**config.mk**
```make
export PLATFORM = sky130hd
export DESIGN_NAME = fifo_threshold_config
export DESIGN_NICKNAME = d
export VERILOG_FILES = /design/src/design/fifo_threshold_pkg.sv /design/src/design/level_compare.sv /design/src/design/fifo_threshold_config.sv
export SDC_FILE = /design/constraint.sdc
export NUM_CORES = 1
export LEC_CHECK = 0
export ABC_AREA = 1
export BUFFER_PORTS_ARGS = -buffer_cell sky130_fd_sc_hd__buf_2
export CAP_MARGIN = 15
export CELL_PAD_IN_SITES_DETAIL_PLACEMENT = 1
export CELL_PAD_IN_SITES_GLOBAL_PLACEMENT = 2
export CORE_ASPECT_RATIO = 0.75
export CORE_MARGIN = 3
export CORE_UTILIZATION = 27
export CTS_BUF_LIST = sky130_fd_sc_hd__clkbuf_4 sky130_fd_sc_hd__clkbuf_8
export DETAILED_ROUTE_END_ITERATION = 10
export GPL_ROUTABILITY_DRIVEN = 0
export PLACE_DENSITY_LB_ADDON = 0.05
export SYNTH_ARGS = -nofsm -noshare
export SYNTH_HDL_FRONTEND = slang
export SYNTH_SLANG_ARGS = --single-unit
```
**constraint.sdc**
```tcl
create_clock -name clk -period 1.8 [get_ports clk]
set_input_delay 0.27 -clock clk [delete_from_list [all_inputs] [get_ports clk]]
set_output_delay 0.27 -clock clk [all_outputs]
set_load 0.02 [all_outputs]
```
**src/design/fifo_threshold_pkg.sv**
```systemverilog
package fifo_threshold_pkg;
  // ****************************************
  // Register map
  // ****************************************
  localparam logic [5:0] FIFO_THRESHOLD_CONTROL_ADDR = 6'h03;
  localparam logic [7:0] FIFO_THRESHOLD_CONTROL_RST  = 8'h07;
  localparam int         RESERVED_BIT                = 7;
  localparam int         WAKE_TRIM_BIT               = 6;
  localparam int         ATTEN_MSB                   = 5;
  localparam int         ATTEN_LSB                   = 4;
  localparam int         LEVEL_MSB                   = 3;
  localparam int         LEVEL_LSB                   = 0;
  // ****************************************
  // Wake trim values
  // ****************************************
  localparam logic [7:0] TRIM_A_CLEAR = 8'h31;
  localparam logic [7:0] TRIM_B_CLEAR = 8'h88;
  localparam logic [7:0] TRIM_A_SET   = 8'h35;
  localparam logic [7:0] TRIM_B_SET   = 8'h81;
  // ****************************************
  // Threshold arithmetic
  // ****************************************
  localparam logic [6:0] TX_BASE    = 7'h3D;
  localparam logic [6:0] STEP       = 7'h04;
  localparam logic [6:0] TX_LAST    = 7'h01;
  localparam logic [3:0] LEVEL_LAST = 4'hF;
  // Attenuation in dB per step of the close-in field
  localparam logic [4:0] ATTEN_STEP_DB = 5'h06;
endpackage : fifo_threshold_pkg

```
**src/design/level_compare.sv**
```systemverilog
`timescale 1ns/1ps
`default_nettype none
// ****************************************
// Registered fill level comparison
// ****************************************
module level_compare (
  input  wire logic       clk,
  input  wire logic       rstn,
  input  wire logic [6:0] fillCount,
  input  wire logic [6:0] threshold,
  output var  logic       reached
);
  // Reached when count at or above threshold
  always_ff @(posedge clk or negedge rstn)
  begin
    if (!rstn)
      reached <= 1'b0;
    else
      reached <= (fillCount >= threshold);
  end
endmodule : level_compare
`default_nettype wire

```
**src/design/fifo_threshold_config.sv**
```systemverilog
`timescale 1ns/1ps
`default_nettype none
module fifo_threshold_config (
  input  wire logic       clk,
  input  wire logic       rstn,
  input  wire logic       regWrite,
  input  wire logic [5:0] regAddr,
  input  wire logic [7:0] regWriteData,
  output var  logic [7:0] regReadData,
  input  wire logic       wakeEvent,
  input  wire logic [6:0] txFillCount,
  input  wire logic [6:0] rxFillCount,
  output var  logic [7:0] analogTrimA,
  output var  logic [7:0] analogTrimB,
  output var  logic       trimLoad,
  output var  logic [1:0] rxAttenSelect,
  output var  logic [4:0] rxAttenDb,
  output var  logic [6:0] txThreshold,
  output var  logic [6:0] rxThreshold,
  output var  logic       txThresholdReached,
  output var  logic       rxThresholdReached
);
  // ****************************************
  // Register
  // ****************************************
  logic [7:0]      fifo_threshold_control;
  logic            addrHit;
  logic            wake_trim_select;
  logic [1:0]      closeInRx;
  logic [3:0]      fifo_level_select;
  logic [6:0]      nextTxThreshold;
  logic [6:0]      nextRxThreshold;
  logic [1:0][6:0] fillPair;
  logic [1:0][6:0] levelPair;
  wire logic [1:0] reachedPair;

  assign addrHit           = (regAddr == fifo_threshold_pkg::FIFO_THRESHOLD_CONTROL_ADDR);
  assign wake_trim_select  = fifo_threshold_control[fifo_threshold_pkg::WAKE_TRIM_BIT];
  assign closeInRx         = fifo_threshold_control[fifo_threshold_pkg::ATTEN_MSB:fifo_threshold_pkg::ATTEN_LSB];
  assign fifo_level_select = fifo_threshold_control[fifo_threshold_pkg::LEVEL_MSB:fifo_threshold_pkg::LEVEL_LSB];

  // Register write, whole byte stored
  always_ff @(posedge clk or negedge rstn)
  begin
    if (!rstn)
      fifo_threshold_control <= fifo_threshold_pkg::FIFO_THRESHOLD_CONTROL_RST;
    else if (regWrite && addrHit)
      fifo_threshold_control <= regWriteData;
  end

  // Registered read data, zero elsewhere
  always_ff @(posedge clk or negedge rstn)
  begin
    if (!rstn)
      regReadData <= 8'h00;
    else
      regReadData <= addrHit ? fifo_threshold_control : 8'h00;
  end

  // ****************************************
  // Wake trim load
  // ****************************************
  // Set or clear trim word, chosen by the retention bit
  function automatic logic [7:0] wakeTrim(
    input logic       keepSet,
    input logic [7:0] setWord,
    input logic [7:0] clearWord
  );
    if (keepSet)
      wakeTrim = setWord;
    else
      wakeTrim = clearWord;
  endfunction : wakeTrim

  // Load pulse one cycle after each wake
  always_ff @(posedge clk or negedge rstn)
  begin
    if (!rstn)
    begin
      trimLoad <= 1'h0;
    end
    else
    begin
      trimLoad <= wakeEvent;
    end
  end

  // First analog setting; only the analog side ever sees it
  always_ff @(posedge clk or negedge rstn)
  begin
    if (!rstn)
    begin
      analogTrimA <= fifo_threshold_pkg::TRIM_A_CLEAR;
    end
    else if (wakeEvent)
    begin
      analogTrimA <= wakeTrim(wake_trim_select,
                              fifo_threshold_pkg::TRIM_A_SET,
                              fifo_threshold_pkg::TRIM_A_CLEAR);
    end
  end

  // Second analog setting, loaded on the same wake edge
  always_ff @(posedge clk or negedge rstn)
  begin
    if (!rstn)
    begin
      analogTrimB <= fifo_threshold_pkg::TRIM_B_CLEAR;
    end
    else if (wakeEvent)
    begin
      analogTrimB <= wakeTrim(wake_trim_select,
                              fifo_threshold_pkg::TRIM_B_SET,
                              fifo_threshold_pkg::TRIM_B_CLEAR);
    end
  end

  // ****************************************
  // Attenuation
  // ****************************************
  // Typical attenuation in dB for one close-in code
  function automatic logic [4:0] attenLevel(input logic [1:0] code);
    attenLevel = 5'({3'h0, code} * fifo_threshold_pkg::ATTEN_STEP_DB);
  endfunction : attenLevel

  // Close-in code passed to the receiver
  always_ff @(posedge clk or negedge rstn)
  begin
    if (!rstn)
    begin
      rxAttenSelect <= 2'h0;
    end
    else
    begin
      rxAttenSelect <= closeInRx;
    end
  end

  // Attenuation figure for the same code
  always_ff @(posedge clk or negedge rstn)
  begin
    if (!rstn)
    begin
      rxAttenDb <= 5'h00;
    end
    else
    begin
      rxAttenDb <= attenLevel(closeInRx);
    end
  end

  // ****************************************
  // Thresholds
  // ****************************************
  // Transmit threshold; last setting continues the pattern at one byte
  function automatic logic [6:0] txLevel(input logic [3:0] n);
    if (n == fifo_threshold_pkg::LEVEL_LAST)
      txLevel = fifo_threshold_pkg::TX_LAST;
    else
      txLevel = 7'(fifo_threshold_pkg::TX_BASE - 7'({3'h0, n} * fifo_threshold_pkg::STEP));
  endfunction : txLevel

  // Receive threshold, four bytes per step up to a full FIFO
  function automatic logic [6:0] rxLevel(input logic [3:0] n);
    rxLevel = 7'(7'({3'h0, n} + 7'h01) * fifo_threshold_pkg::STEP);
  endfunction : rxLevel

  // Thresholds for the current level field
  assign nextTxThreshold = txLevel(fifo_level_select);
  assign nextRxThreshold = rxLevel(fifo_level_select);

  // Transmit threshold, one cycle behind the register
  always_ff @(posedge clk or negedge rstn)
  begin
    if (!rstn)
    begin
      txThreshold <= 7'h00;
    end
    else
    begin
      txThreshold <= nextTxThreshold;
    end
  end

  // Receive threshold, one cycle behind the register
  always_ff @(posedge clk or negedge rstn)
  begin
    if (!rstn)
    begin
      rxThreshold <= 7'h00;
    end
    else
    begin
      rxThreshold <= nextRxThreshold;
    end
  end

  // ****************************************
  // Comparators
  // ****************************************
  // Index 0 transmit, index 1 receive
  assign fillPair  = {rxFillCount, txFillCount};
  assign levelPair = {nextRxThreshold, nextTxThreshold};

  // One registered comparator per FIFO
  for (genvar i = 0; i < 2; i++)
  begin : gCompare
    level_compare levelCheck (
      .clk       (clk),
      .rstn      (rstn),
      .fillCount (fillPair[i]),
      .threshold (levelPair[i]),
      .reached   (reachedPair[i])
    );
  end

  // Reached flags out
  assign txThresholdReached = reachedPair[0];
  assign rxThresholdReached = reachedPair[1];
endmodule : fifo_threshold_config
`default_nettype wire

```
==> results.sh <==
export IMPL_outcome="completed"
export IMPL_drt_wirelength_per_cell_um=12.1
export IMPL_crit_path_start_kind="register"
export IMPL_ys_ff_latch=36
export IMPL_slowest_stage="dfstp_2"
export IMPL_worstPathRequired_ns=1.97
export IMPL_start_util=0.284
export IMPL_port_buffers=61
export IMPL_critical_path_buf_inv_count=1
export IMPL_finalSetupViolations=0
export IMPL_syn_instance_count=167
export IMPL_timing_fmax_mhz=587
export IMPL_cts_hold_buf=0
export IMPL_syn_cell_area_um2=1670
export IMPL_hold_viol=0
export IMPL_power_density_nw_per_um2=968
export IMPL_root_buffer="clkbuf_8"
export IMPL_io_pins=80
export IMPL_synth_avg_cell_area_um2=9.99
export IMPL_htree_levels=2
export IMPL_die_w_um=96.8
export IMPL_syn_to_final_growth_pct=27.5
export IMPL_cpPeakStageDelay_ns=0.58
export IMPL_grtUsageTotal=0.106
export IMPL_hp_class="in2async"
export IMPL_fin_skew_ns=0.00669
export IMPL_power_internal_uw=1440
export IMPL_drtAntennaViolNets=0
export IMPL_fp_coreArea_um2=5890
export IMPL_post_route_period_util=0.946
export IMPL_final_common_cell="buf_2"
export IMPL_p_leak_uw=0.00119
export IMPL_nets=275
export IMPL_clock_sinks=36
export IMPL_total_power_uw=2060
export IMPL_first_global_vias=1309
export IMPL_power_frac_seq=0.455
export IMPL_die_area_um2=7170
export IMPL_cp_max_fo=4
export IMPL_drive_above_1_share=0.362
export IMPL_ctsLongestPathBuffers=2
export IMPL_p_sw_uw=616
export IMPL_path_cells="ha_4 > xor2_2 > inv_1 > ha_1 > a21oi_2 > nor2_1 > nor2_1 > nand2_1"
export IMPL_firstDrtPassIters=2
export IMPL_cts_tree="yes"
export IMPL_nFillCells=720
export IMPL_cpMostUsedCell="nor2_1"
export IMPL_endpoint_kind="register"
export IMPL_final_cell_mix="61 x buf_2, 32 x nand2_1, 32 x dfrtp_1"
export IMPL_grt_pass1_wl_um=6000
export IMPL_dr_total_vias=1248
export IMPL_synth_warning_count=0
export IMPL_slew_viol_final=0
export IMPL_drc_errors=0
export IMPL_ys_types=22
export IMPL_seq_area_um2=906
export IMPL_relSlewSlack=0.452
export IMPL_yosysTopAreaCell="dfrtp_1"
export IMPL_worstPathArrival_ns=1.88
export IMPL_tightest_slew_ns=0.822
export IMPL_rows=24
export IMPL_antenna_found_initial=0
export IMPL_vdd_drop_max_mv=0.275
export IMPL_critPathKind="reg2reg"
export IMPL_drv_cap=0
export IMPL_path_clk_slew_ns=0.08
export IMPL_die_height_um=74.1
export IMPL_finalCriticalPeriod_ns=1.70
export IMPL_synth_area_top_cells="dfrtp_1 48%, buf_4 9.0%, ha_1 9.0%, nand2_1 7.2%, dfstp_2 6.3%"
export IMPL_switching_share=0.299
export IMPL_crit_family="flip-flops"
export IMPL_whs_ns=0.0758
export IMPL_clockPowerShare=0.344
export IMPL_pwr_share_comb=0.201
export IMPL_numCtsBuffers=5
export IMPL_insertion_delay_ns=0.29
export IMPL_dp_hpwl_um=2980
export IMPL_yosysTopAreaCellShare=0.480
export IMPL_diodes=0
export IMPL_routed_wirelength_um=3750
export IMPL_globalRouteOverflowTotal=0
export IMPL_grt_max_degree=37
export IMPL_drt_first_iter_violations=8
export IMPL_ys_seq_area_frac=0.543
export IMPL_multi_input_area_um2=603
export IMPL_via_per_inst=4.03
## timing repair
action / 4_1_cts / 5_1_grt
endpoints found under the hold margin: 0 / 0
buffers inserted: 0 / 1
resized for setup: 0 / 5
setup endpoints to repair: 0 / 2
## cells by family after synthesis
family                   after synthesis  synth area share
AND/OR/NAND/NOR                       62             0.181
buffers and inverters                 47             0.151
flip-flops                            36             0.543
adder cells (fa/ha/maj)               12            0.0900
AO/OA/AOI/OAI                          6            0.0195
XOR/XNOR                               2            0.0105
other                                  2           0.00450
## synth_stat cells (all sizes together)
cell type	n
a21o	1
inv	24
dfstp	4
conb	2
nor3	1
dfrtp	32
buf	20
nor2	15
a21oi	1
xor2	2
ha	12
clkbuf	3
nand4	9
nand2	33
o21ai	4
nand3	4
## stage by stage
step / util / cell area [um^2] / TNS, ns / std cells / setup WS [ns]
floorplan: - / 1730 / 0 / 184 / 0.192
global placement: 0.337 / 1980 / 0 / 301 / 0.110
detailed placement: 0.337 / 1980 / 0 / 301 / 0.0608
CTS: 0.355 / 2090 / 0 / 309 / 0.0311
global route: 0.362 / 2130 / -0.00361 / 310 / -0.00361
finish: 0.362 / 2130 / 0 / 310 / 0.0969
## metal layers
layer	up-vias	global-route usage	part of all wire
met5	-	0	0
met3	7	0.0347	0.084
met2	57	0.181	0.47
met4	0	0.0514	0.017
li1	605	-	-
met1	579	0.122	0.43
## cell type report
class,count,area share
sequential,36,0.426
multi-input combinational,101,0.283
timing repair buffer,63,0.150
tap,78,0.0459
inverter,24,0.0423
clock buffer,5,0.0323
clock inverter,3,0.0200
## path summary, 6_finish.rpt
path / cells after the start / from / endpoint / slack, ns
max in group asynchronous: 1 / rstn / fifo_threshold_control[4] / 1.21
worst min-delay path: 1 / rstn / rxThreshold[3] / 0.08
worst max register to register: 8 / fifo_threshold_control[0] / gCompare[1].levelCheck.reached / 0.1
worst min register to register: 0 / fifo_threshold_control[4] / rxAttenSelect[0] / 0.46
min in group clk: 1 / wakeEvent / trimLoad / 0.10
worst max-delay path: 8 / fifo_threshold_control[0] / gCompare[1].levelCheck.reached / 0.1
## flip-flops by register name, indices dropped and copies added (netlist names)
name / flops
rxThreshold: 5
gCompare.levelCheck.reached: 2
trimLoad: 1
rxAttenSelect: 2
rxAttenDb: 3
fifo_threshold_control: 8
analogTrimB: 2
txThreshold: 5
regReadData: 8
## power by group through the flow
stage	logic [uW]	registers (uW)	clock network (uW)
final	415	936	708
after global routing	470	947	755
after CTS	410	935	730
after detailed placement	407	950	0
after global placement	395	947	0
after floorplan	213	1010	0
## worst register-to-register path, delay by kind of cell, from the launching register on
kind | cells | cell delay (ns)
DFF | 1 | 0.58
buffers and inverters | 1 | 0.06
xor gates and xnor gates | 1 | 0.15
adders and majority gates | 2 | 0.46
AOI/OAI and AO/OA | 1 | 0.14
and+or+nand+nor | 3 | 0.21
(Power assumes the default switching activity.)
